### config.mk
export PLATFORM = sky130hd
export DESIGN_NAME = sloac_top
export DESIGN_NICKNAME = d
export VERILOG_FILES = /design/src/shared/sloac_pkg.sv /design/src/rtl/sloac_blink.sv /design/src/rtl/sloac_top.sv
export SDC_FILE = /design/constraint.sdc
export NUM_CORES = 1
export LEC_CHECK = 0
export ABC_CLOCK_PERIOD_IN_PS = 2880
export BUFFER_PORTS_ARGS = -buffer_cell sky130_fd_sc_hd__buf_2
export CAP_MARGIN = 5
export CORE_MARGIN = 5
export CORE_UTILIZATION = 60
export DETAILED_ROUTE_END_ITERATION = 10
export HOLD_SLACK_MARGIN = 0.1
export PLACE_DENSITY = 0.76
export SETUP_SLACK_MARGIN = 0.5
export SLEW_MARGIN = 20
export SYNTH_ARGS = -nofsm -noshare
export SYNTH_HDL_FRONTEND = slang
export SYNTH_HIERARCHICAL = 1
export SYNTH_SLANG_ARGS = --single-unit
### constraint.sdc
create_clock -name ref_clk_i -period 2.88 [get_ports ref_clk_i]
set_input_delay 0.576 -clock ref_clk_i [delete_from_list [all_inputs] [get_ports ref_clk_i]]
set_output_delay 0.576 -clock ref_clk_i [all_outputs]
set_load 0.1 [all_outputs]
### src/shared/sloac_pkg.sv
// package: constants, states and carriers for the serial link oob / activity controller
package sloac_pkg;

   // clock and oob timing
   localparam int CLK_PERIOD_PS = 100000;
   localparam int OOB_T1_PS     = 106700;
   localparam int OOB_T2_PS     = 320000;
   // least times round up to whole cycles, never below one
   localparam int OOB_T1_CYC    = ((OOB_T1_PS + CLK_PERIOD_PS - 1) / CLK_PERIOD_PS) < 1 ? 1 :
                                  ((OOB_T1_PS + CLK_PERIOD_PS - 1) / CLK_PERIOD_PS);
   localparam int OOB_T2_CYC    = ((OOB_T2_PS + CLK_PERIOD_PS - 1) / CLK_PERIOD_PS) < 1 ? 1 :
                                  ((OOB_T2_PS + CLK_PERIOD_PS - 1) / CLK_PERIOD_PS);
   localparam int OOB_GAP_MAX   = 2 * OOB_T2_CYC;
   localparam int OOB_BURSTS    = 6;
   localparam int TX_BURST_CYC  = 2;
   localparam logic [3:0] T1_CYC_W  = 4'(OOB_T1_CYC);
   localparam logic [3:0] T2_CYC_W  = 4'(OOB_T2_CYC);
   localparam logic [3:0] GAP_MAX_W = 4'(OOB_GAP_MAX);
   localparam logic [3:0] BURST_W   = 4'(TX_BURST_CYC);
   localparam logic [2:0] BURSTS_W  = 3'(OOB_BURSTS);

   // activity indicator timing
   localparam int MS_PS               = 1000000000;
   localparam int MS_CYC              = MS_PS / CLK_PERIOD_PS;
   localparam int ACT_LONG_PERIOD_MS  = 200;
   localparam int ACT_SHORT_PERIOD_MS = 100;
   localparam int ACT_LONG_HALF_MS    = ACT_LONG_PERIOD_MS / 2;
   localparam int ACT_SHORT_HALF_MS   = ACT_SHORT_PERIOD_MS / 2;

   // link states, one-hot
   typedef enum logic [7:0] {
      ST_NOCOMM    = 8'h01,
      ST_INIT_TX   = 8'h02,
      ST_WAIT_WAKE = 8'h04,
      ST_WAKE_TX   = 8'h08,
      ST_ALIGN     = 8'h10,
      ST_READY     = 8'h20,
      ST_PARTIAL   = 8'h40,
      ST_SLUMBER   = 8'h80
   } sloac_state_e;

   // oob burst kinds sent by this end, one-hot
   typedef enum logic [1:0] {
      TX_INIT = 2'h1,
      TX_WAKE = 2'h2
   } sloac_txk_e;

   typedef struct packed {
      logic active;    // a command is executing
      logic fmt_ws;    // it is a format or write-same command
   } sloac_cmd_s;

   typedef struct packed {
      logic burst;     // burst on the line, low means common-mode idle
      logic cominit;   // a cominit sequence is being sent
      logic comwake;   // a comwake sequence is being sent
   } sloac_tx_s;

   typedef struct packed {
      logic comreset;  // comreset sequence recognised
      logic comwake;   // comwake sequence recognised
      logic loss;      // loss of signal seen
      logic recovered; // link left the no-communication state after a loss
      logic sig_req;   // send the signature now
   } sloac_ev_s;

endpackage : sloac_pkg

### src/rtl/sloac_blink.sv
// activity indicator toggle timer
`timescale 1ns/100ps
`default_nettype none
module sloac_blink #(
   parameter int MS_CYC  = sloac_pkg::MS_CYC,
   parameter int LONG_MS = sloac_pkg::ACT_LONG_HALF_MS,
   parameter int SHRT_MS = sloac_pkg::ACT_SHORT_HALF_MS
) (
   input  wire logic              ref_clk_i,
   input  wire logic              nrst_i,
   input  wire sloac_pkg::sloac_cmd_s cmd_i,
   output logic                   act_o
);
   import sloac_pkg::*;

   localparam int DW = $clog2(MS_CYC + 1);
   localparam int MW = $clog2(LONG_MS + SHRT_MS + 1);
   localparam logic [DW-1:0] DIV_LAST = DW'(MS_CYC - 1);
   localparam logic [MW-1:0] LONG_LAST = MW'(LONG_MS - 1);
   localparam logic [MW-1:0] SHRT_LAST = MW'(SHRT_MS - 1);

   logic [DW-1:0] div_r, div_nxt;
   logic [MW-1:0] ms_r, ms_nxt;
   logic          act_r, act_nxt;
   logic          run_r, run_nxt;
   logic          tick;

   // millisecond enable pulse from the divider
   assign tick = (div_r == DIV_LAST);

   // next values: restart on a new command, toggle at each half period
   always_comb
   begin
      div_nxt = (div_r == DIV_LAST) ? '0 : div_r + DW'(1);
      ms_nxt  = ms_r;
      act_nxt = act_r;
      run_nxt = cmd_i.active;
      if (cmd_i.active && !run_r)
      begin
         div_nxt = '0;
         ms_nxt  = '0;
         act_nxt = 1'b1;
      end
      else if (cmd_i.active)
      begin
         if (tick)
         begin
            if (ms_r == (cmd_i.fmt_ws ? LONG_LAST : SHRT_LAST))
            begin
               ms_nxt  = '0;
               act_nxt = !act_r;
            end
            else
            begin
               ms_nxt = ms_r + MW'(1);
            end
         end
      end
      else
      begin
         act_nxt = 1'b0;
         ms_nxt  = '0;
      end
   end

   always_ff @(posedge ref_clk_i or negedge nrst_i)
   begin
      if (!nrst_i)
      begin
         div_r <= '0;
         ms_r  <= '0;
         act_r <= 1'b0;
         run_r <= 1'b0;
      end
      else
      begin
         div_r <= div_nxt;
         ms_r  <= ms_nxt;
         act_r <= act_nxt;
         run_r <= run_nxt;
      end
   end

   assign act_o = act_r;
endmodule : sloac_blink
`default_nettype wire

### src/rtl/sloac_top.sv
// serial link oob sequencing, signal-loss recovery and power-segment pin control
// Summary of operation
// generate and detect comreset, cominit and comwake out-of-band sequences; the code sends cominit and comwake, detects comreset and comwake
// each burst is followed by common-mode idle of 106.7 ns or 320 ns; the code idles 2 or 4 cycles, 200 ns or 400 ns
// a received comwake brings partial or slumber back to active
// leaving link ready for not ready counts as loss of signal
// recovery is leaving no-communication; power-down drop of ready is no loss
// after a device-started cominit sequence completes, return the signature
// host answers an unsolicited cominit with comreset
// host then loads shadow status 7Fh and other shadow registers FFh
// host shows attached device with shadow status FFh or 80h
// power-segment pin is spin-up input before ready, activity output after
// host uses the power-segment pin for one function only
// format and write-same: 100 ms high then 100 ms low
// other commands: activity indicator toggles on a 100 ms period
// indicator low when idle; timer restarts at each new command
`timescale 1ns/100ps
`default_nettype none
module sloac_top #(
   parameter int MS_CYC = sloac_pkg::MS_CYC
) (
   input  wire logic                  ref_clk_i,
   input  wire logic                  nrst_i,
   input  wire logic                  rx_burst_i,
   input  wire logic                  phy_lock_i,
   input  wire logic                  phy_lost_i,
   input  wire logic                  pm_partial_i,
   input  wire logic                  pm_slumber_i,
   input  wire logic                  recover_en_i,
   input  wire sloac_pkg::sloac_cmd_s cmd_i,
   input  wire logic                  p11_i,
   output sloac_pkg::sloac_tx_s       tx_o,
   output sloac_pkg::sloac_ev_s       ev_o,
   output logic                       phyrdy_o,
   output logic                       spinup_dis_o,
   output logic                       p11_o,
   output logic                       p11_oe_o
);
   import sloac_pkg::*;

   // receive classifier state
   logic       rx_prev_r, rx_prev_nxt;
   logic       rx_seen_r, rx_seen_nxt;
   logic       rx_cls_r,  rx_cls_nxt;   // 1: 320 ns spacing, 0: 106.7 ns spacing
   logic [3:0] rx_gap_r,  rx_gap_nxt;
   logic [2:0] rx_cnt_r,  rx_cnt_nxt;
   logic       det_rst_r, det_rst_nxt;
   logic       det_wak_r, det_wak_nxt;
   logic       cls;

   // spacing between received bursts picks the sequence; a burst train
   // with mixed spacing restarts the count instead of being guessed at
   always_comb
   begin
      rx_prev_nxt = rx_burst_i;
      rx_seen_nxt = rx_seen_r;
      rx_cls_nxt  = rx_cls_r;
      rx_gap_nxt  = rx_gap_r;
      rx_cnt_nxt  = rx_cnt_r;
      det_rst_nxt = 1'b0;
      det_wak_nxt = 1'b0;
      cls         = (rx_gap_r > T1_CYC_W);
      if (rx_burst_i && !rx_prev_r)
      begin
         rx_gap_nxt  = '0;
         rx_seen_nxt = 1'b1;
         if (rx_seen_r)
         begin
            rx_cls_nxt = cls;
            rx_cnt_nxt = (rx_cnt_r != '0 && cls != rx_cls_r) ? 3'h1 : rx_cnt_r + 3'h1;
            if (rx_cnt_nxt == BURSTS_W - 3'h1)
            begin
               det_rst_nxt = cls;
               det_wak_nxt = !cls;
               rx_cnt_nxt  = '0;
               rx_seen_nxt = 1'b0;
            end
         end
      end
      else if (rx_burst_i)
      begin
         rx_gap_nxt = '0;
      end
      else if (rx_gap_r > GAP_MAX_W)
      begin
         rx_seen_nxt = 1'b0;                                // idle too long, drop train
         rx_cnt_nxt  = '0;
      end
      else
      begin
         rx_gap_nxt = rx_gap_r + 4'h1;
      end
   end

   always_ff @(posedge ref_clk_i or negedge nrst_i)
   begin
      if (!nrst_i)
      begin
         rx_prev_r <= 1'b0;
         rx_seen_r <= 1'b0;
         rx_cls_r  <= 1'b0;
         rx_gap_r  <= '0;
         rx_cnt_r  <= '0;
         det_rst_r <= 1'b0;
         det_wak_r <= 1'b0;
      end
      else
      begin
         rx_prev_r <= rx_prev_nxt;
         rx_seen_r <= rx_seen_nxt;
         rx_cls_r  <= rx_cls_nxt;
         rx_gap_r  <= rx_gap_nxt;
         rx_cnt_r  <= rx_cnt_nxt;
         det_rst_r <= det_rst_nxt;
         det_wak_r <= det_wak_nxt;
      end
   end

   // link state machine
   sloac_state_e state_r, state_nxt;
   logic         lost_r,  lost_nxt;
   logic         unsol_r, unsol_nxt;
   sloac_ev_s    ev_r,    ev_nxt;
   logic         tx_go;
   logic         tx_done_r;

   always_comb
   begin
      state_nxt = state_r;
      lost_nxt  = lost_r;
      unsol_nxt = unsol_r;
      ev_nxt    = '0;
      ev_nxt.comreset = det_rst_r;
      ev_nxt.comwake  = det_wak_r;
      unique case (state_r)
         ST_NOCOMM:
            if (det_rst_r)
            begin
               state_nxt = ST_INIT_TX;
               unsol_nxt = 1'b0;
            end
            else if (lost_r && recover_en_i)
            begin
               state_nxt = ST_INIT_TX;
               unsol_nxt = 1'b1;
            end
         ST_INIT_TX:
            if (tx_done_r)
               state_nxt = ST_WAIT_WAKE;
         ST_WAIT_WAKE:
            if (det_rst_r)
            begin
               state_nxt = ST_INIT_TX;
               unsol_nxt = 1'b0;
            end
            else if (det_wak_r)
               state_nxt = ST_WAKE_TX;
         ST_WAKE_TX:
            if (tx_done_r)
               state_nxt = ST_ALIGN;
         ST_ALIGN:
            if (phy_lock_i)
            begin
               state_nxt      = ST_READY;
               ev_nxt.sig_req = 1'b1;
               unsol_nxt      = 1'b0;
            end
         ST_READY:
            if (det_rst_r)
               state_nxt = ST_INIT_TX;
            else if (phy_lost_i)
            begin
               state_nxt   = ST_NOCOMM;
               ev_nxt.loss = 1'b1;
               lost_nxt    = 1'b1;
            end
            else if (pm_partial_i)
               state_nxt = ST_PARTIAL;
            else if (pm_slumber_i)
               state_nxt = ST_SLUMBER;
         ST_PARTIAL, ST_SLUMBER:
            if (det_rst_r)
               state_nxt = ST_INIT_TX;
            else if (det_wak_r)
               state_nxt = ST_WAKE_TX;
         default:
            state_nxt = ST_NOCOMM;
      endcase
      // leaving no-communication after a loss is the recovery point
      if (state_r == ST_NOCOMM && state_nxt != ST_NOCOMM && lost_r)
      begin
         ev_nxt.recovered = 1'b1;
         lost_nxt         = 1'b0;
      end
   end

   assign tx_go = (state_nxt != state_r) &&
                  (state_nxt == ST_INIT_TX || state_nxt == ST_WAKE_TX);

   always_ff @(posedge ref_clk_i or negedge nrst_i)
   begin
      if (!nrst_i)
      begin
         state_r <= ST_NOCOMM;
         lost_r  <= 1'b0;
         unsol_r <= 1'b0;
         ev_r    <= '0;
      end
      else
      begin
         state_r <= state_nxt;
         lost_r  <= lost_nxt;
         unsol_r <= unsol_nxt;
         ev_r    <= ev_nxt;
      end
   end

   // transmit burst sequencer
   sloac_tx_s  tx_r, tx_nxt;
   logic       tx_busy_r, tx_busy_nxt;
   logic [3:0] tx_cnt_r,  tx_cnt_nxt;
   logic [2:0] tx_num_r,  tx_num_nxt;
   logic       tx_done_nxt;

   always_comb
   begin
      tx_nxt      = tx_r;
      tx_busy_nxt = tx_busy_r;
      tx_cnt_nxt  = tx_cnt_r;
      tx_num_nxt  = tx_num_r;
      tx_done_nxt = 1'b0;
      if (tx_go)
      begin
         tx_busy_nxt    = 1'b1;
         tx_nxt.burst   = 1'b1;
         tx_nxt.cominit = (state_nxt == ST_INIT_TX);
         tx_nxt.comwake = (state_nxt == ST_WAKE_TX);
         tx_cnt_nxt     = BURST_W - 4'h1;
         tx_num_nxt     = BURSTS_W - 3'h1;
      end
      else if (tx_busy_r)
      begin
         if (tx_cnt_r != '0)
            tx_cnt_nxt = tx_cnt_r - 4'h1;
         else if (tx_r.burst)
         begin
            tx_nxt.burst = 1'b0;
            tx_cnt_nxt   = (tx_r.comwake ? T1_CYC_W : T2_CYC_W) - 4'h1;
         end
         else if (tx_num_r != '0)
         begin
            tx_nxt.burst = 1'b1;
            tx_num_nxt   = tx_num_r - 3'h1;
            tx_cnt_nxt   = BURST_W - 4'h1;
         end
         else
         begin
            tx_busy_nxt = 1'b0;
            tx_nxt      = '0;
            tx_done_nxt = 1'b1;
         end
      end
   end

   always_ff @(posedge ref_clk_i or negedge nrst_i)
   begin
      if (!nrst_i)
      begin
         tx_r      <= '0;
         tx_busy_r <= 1'b0;
         tx_cnt_r  <= '0;
         tx_num_r  <= '0;
         tx_done_r <= 1'b0;
      end
      else
      begin
         tx_r      <= tx_nxt;
         tx_busy_r <= tx_busy_nxt;
         tx_cnt_r  <= tx_cnt_nxt;
         tx_num_r  <= tx_num_nxt;
         tx_done_r <= tx_done_nxt;
      end
   end

   // power-segment pin: direction follows link ready so the pin never
   // drives while the host may still be driving spin-up control
   logic act;
   logic rdy_r, rdy_nxt;
   logic pin_o_r, pin_o_nxt;
   logic spin_r, spin_nxt;

   sloac_blink #(
      .MS_CYC  (MS_CYC),
      .LONG_MS (ACT_LONG_HALF_MS),
      .SHRT_MS (ACT_SHORT_HALF_MS)
   ) u_blink (
      .ref_clk_i (ref_clk_i),
      .nrst_i    (nrst_i),
      .cmd_i     (cmd_i),
      .act_o     (act)
   );

   always_comb
   begin
      rdy_nxt   = (state_nxt == ST_READY);
      pin_o_nxt = rdy_nxt && act;
      spin_nxt  = rdy_r ? spin_r : p11_i;
   end

   always_ff @(posedge ref_clk_i or negedge nrst_i)
   begin
      if (!nrst_i)
      begin
         rdy_r   <= 1'b0;
         pin_o_r <= 1'b0;
         spin_r  <= 1'b0;
      end
      else
      begin
         rdy_r   <= rdy_nxt;
         pin_o_r <= pin_o_nxt;
         spin_r  <= spin_nxt;
      end
   end

   assign tx_o         = tx_r;
   assign ev_o         = ev_r;
   assign phyrdy_o     = rdy_r;
   assign p11_oe_o     = rdy_r;
   assign p11_o        = pin_o_r;
   assign spinup_dis_o = spin_r;
endmodule : sloac_top
`default_nettype wire

==> results.cfg <==
[run_status]
outcome = finished, final reports clean

[floorplanning]
io-pin-count = 23
die_y_um = 86.76
start_util = 0.6078
rows = 28
dieArea_sq_um = 7526
die_w_um = 86.76
core_sq_um = 5816

[clock_tree]
cts_tree = yes
clockBufferDepth = 2
cts-buffers-inserted = 9
cts_root_buf = clkbuf_8
ctsHoldBuffers = 0
tritoncts_num_sinks = 65
clock_latency_ps = 340
path_clk_slew_ps = 60
cts.htree.levels = 3

[route]
drtIter0Drc = 169
drc = 0
vias = 2739
drtPass1Iterations = 4
vias_per_cell = 5.878
antenna_left = 0
drt-total-wl_um = 6916
wl_per_cell_um = 14.84

[logic_synthesis]
yosysWarnings = 6
synthFlopType = dfrtp_1
yosysSeqAreaShare = 0.4605
syn_avg_cell_area_sq_um = 9.957
ys_ff_latch = 65
syn_inst = 355
synth_fp_nets = 377
async_flop_share = 1.000
synth_area_leaders = dfrtp_1, nor2_1, ha_1, xnor2_1, nand2_1
synth_top_area_cell = dfrtp_1
syn_area_sq_um = 3535
synthDistinctLibCells = 71
synth_top_area_frac = 0.4531
synth_edf_count = 0

[power]
comb_power_share = 0.265
leakage_uw = 0.001789
swShare = 0.3287
vdd_drop_max_v = 0.0005014
p_seq_frac = 0.458
p_per_area_nw_per_um2 = 645.5
p_int_uw = 1701
p_clk_frac = 0.277
switching_power_uw = 832.8

[finish]
nets = 408
final_area_sq_um = 3925
drive_above_1_share = 0.1765
syn2layout_area_growth_pct = 11.04
nFillCells = 479
n_antenna_cell = 0

[global_route]
grt_pass1_wl_um = 12040
grt_start_max_net_pins = 66
antenna_found_initial = 0
grt_usage = 0.2037
grt_overflow = 0
grt_pass1_vias = 2697

[critical_path]
r2r-end = tx_done_r$_DFF_PN0_
critPathKind = flip-flop to flip-flop
reg2reg_depth = 6
r2r-start = state_r[0]$_DFF_PN1_
slowest_stage = dfstp_2
max_stage_delay_ps = 660
r2r_slack_ps = 640
crit_path_max_fanout = 11
required_ps = 3090
cp-start-kind = flip-flop
crit_chain = nand2b_1, a2111oi_0, o21ai_1, a22o_2, o211ai_4, a21oi_1
cp-end-kind = flip-flop
crit_arrival_ps = 2450

[placement]
dpl.hpwl_um = 4840
port_buffers = 22
routabilityCongestion = 0.8580
dpl_cell_area_sq_um = 3717

[timing]
max_slew.worst_pin.slew_ps = 734.7
setup_violations = 0
slew_viol_final = 0
min_period_over_period = 0.7782
relSlewSlack = 0.5060
setup-tns-final_ps = 0
min_period_ps = 2241
max_freq_mhz = 446.2
rsz0062_at_grt = false
hold_violations = 0
fin_skew_ps = 9.774

[min_path]
hold_class = input port to asynchronous set/reset pin

[job]
drv_cap = 0
[cell families (layout without fill, tap and decap cells)]
kind of cell	count (synthesis)	in the layout	share of synthesized area
multiplexers	2	2	0.006371
AO/OA/AOI/OAI	81	81	0.1727
adder cells (fa/ha/maj)	11	11	0.03894
AND/OR/NAND/NOR	147	147	0.2326
buffers and inverters	29	65	0.03929
XOR/XNOR	20	20	0.04956
flip-flops	65	65	0.4605
[routing by layer]
metal | global-route usage | wire, um | share of wire
met2 | 0.3213 | 3378 | 0.49
met5 | 0 | 0 | 0
met3 | 0.05418 | 265 | 0.038
met1 | 0.2574 | 3137 | 0.45
met4 | 0.1048 | 134 | 0.019
[power groups by stage]
stage / Clock [uW] / Combinational [uW] / Sequential, uW
2_1_floorplan: 0 / 481 / 1200
3_3_place_gp: 0 / 640 / 1170
5_1_grt: 770 / 760 / 1180
6_report: 703 / 670 / 1160
3_5_place_dp: 0 / 672 / 1170
4_1_cts: 722 / 675 / 1160
[flip-flops by register name, summed over array words and instances, names as in the netlist]
signal / flops
rx_seen_r: 1
u_blink/div_r: 14
tx_done_r: 1
rx_cnt_r: 3
tx_o: 3
rx_cls_r: 1
p11_o: 1
lost_r: 1
u_blink/act_o: 1
state_r: 8
u_blink/ms_r: 8
p11_oe_o: 1
u_blink/run_r: 1
rx_gap_r: 4
ev_o: 5
tx_busy_r: 1
tx_num_r: 3
spinup_dis_o: 1
rx_prev_r: 1
det_wak_r: 1
tx_cnt_r: 4
det_rst_r: 1
[area by class of cell]
class	count	area, sq um	area share
inverters	22	82.58	0.02104
clock buffers	16	180.2	0.04590
repair buffers	27	160.2	0.04080
flip-flops and latches	65	1628	0.4147
multi-input cells	261	1780	0.4536
well taps	75	93.84	0.02391
[synth_stat cells, types with 3 or more instances]
cell / number
nor4_1: 4
nor2b_1: 3
buf_2: 3
ha_1: 11
nand2b_1: 4
xor2_1: 6
nor2_1: 41
a21oi_1: 20
a22o_1: 4
o21ai_1: 5
o31ai_1: 5
nand3_1: 14
a211oi_1: 3
inv_1: 22
nand4_1: 4
dfrtp_1: 64
and2_1: 5
o21ai_0: 11
nor3_1: 13
buf_6: 3
xnor2_1: 14
nand2_1: 30
[critical path, delay by kind of cell, from the launching register on]
kind / cells / cell delay [ps]
AO/OA/AOI/OAI: 5 / 1370
flip-flops: 1 / 660
AND/OR/NAND/NOR: 1 / 90
[metrics by stage]
step	power, uW	std cells	hold WS, ps	worst slack [ps]	utilization
2_1_floorplan	1686	355	280.4	740.5	-
3_3_place_gp	1806	448	428.2	560.6	0.6392
3_5_place_dp	1844	448	427.0	542.2	0.6392
4_1_cts	2553	464	258.4	655.1	0.6702
5_1_grt	2707	466	259.1	533.5	0.6749
6_report	2533	466	237.3	638.8	0.6749
[repair_timing]
item / CTS / global route
resized for setup: 0 / 2
setup buffers: 0 / 2
endpoints found under the hold margin: 0 / 0
endpoints found under the setup margin: 0 / 11
[layout by cell type (no fill, tap or decap), types with 3 or more instances in the layout]
master | netlist | final
buf_2 | 3 | 22
buf_4 | 1 | 4
nor4_1 | 4 | 4
nand2_1 | 30 | 30
o21ai_1 | 5 | 5
nand4_1 | 4 | 4
a22o_1 | 4 | 4
o31ai_1 | 5 | 5
a21oi_1 | 20 | 20
nor2_1 | 41 | 41
and2_1 | 5 | 5
dfrtp_1 | 64 | 64
xnor2_1 | 14 | 14
clkbuf_1 | 0 | 4
xor2_1 | 6 | 6
o21ai_0 | 11 | 11
ha_1 | 11 | 11
inv_1 | 22 | 22
nor3_1 | 13 | 13
nand2b_1 | 4 | 4
clkbuf_8 | 0 | 12
nor2b_1 | 3 | 3
nand3_1 | 14 | 14
a211oi_1 | 3 | 3
[worst max path at each step]
stage                               from                     endpoint  slack, ps  cells after the start
floorplan                       cmd_i[0]  u_blink/ms_r[5]$_DFFE_PN0P_        740                      4
global placement                cmd_i[0]  u_blink/ms_r[3]$_DFFE_PN0P_        560                      5
detailed placement              cmd_i[0]  u_blink/ms_r[3]$_DFFE_PN0P_        540                      5
CTS                 state_r[3]$_DFF_PN0_      tx_cnt_r[1]$_DFFE_PN0P_        660                      6
global route        state_r[0]$_DFF_PN1_      tx_cnt_r[1]$_DFFE_PN0P_        530                      6
finish              state_r[0]$_DFF_PN1_          tx_done_r$_DFF_PN0_        640                      6
Note: power is estimated with default switching activity, not from simulation.
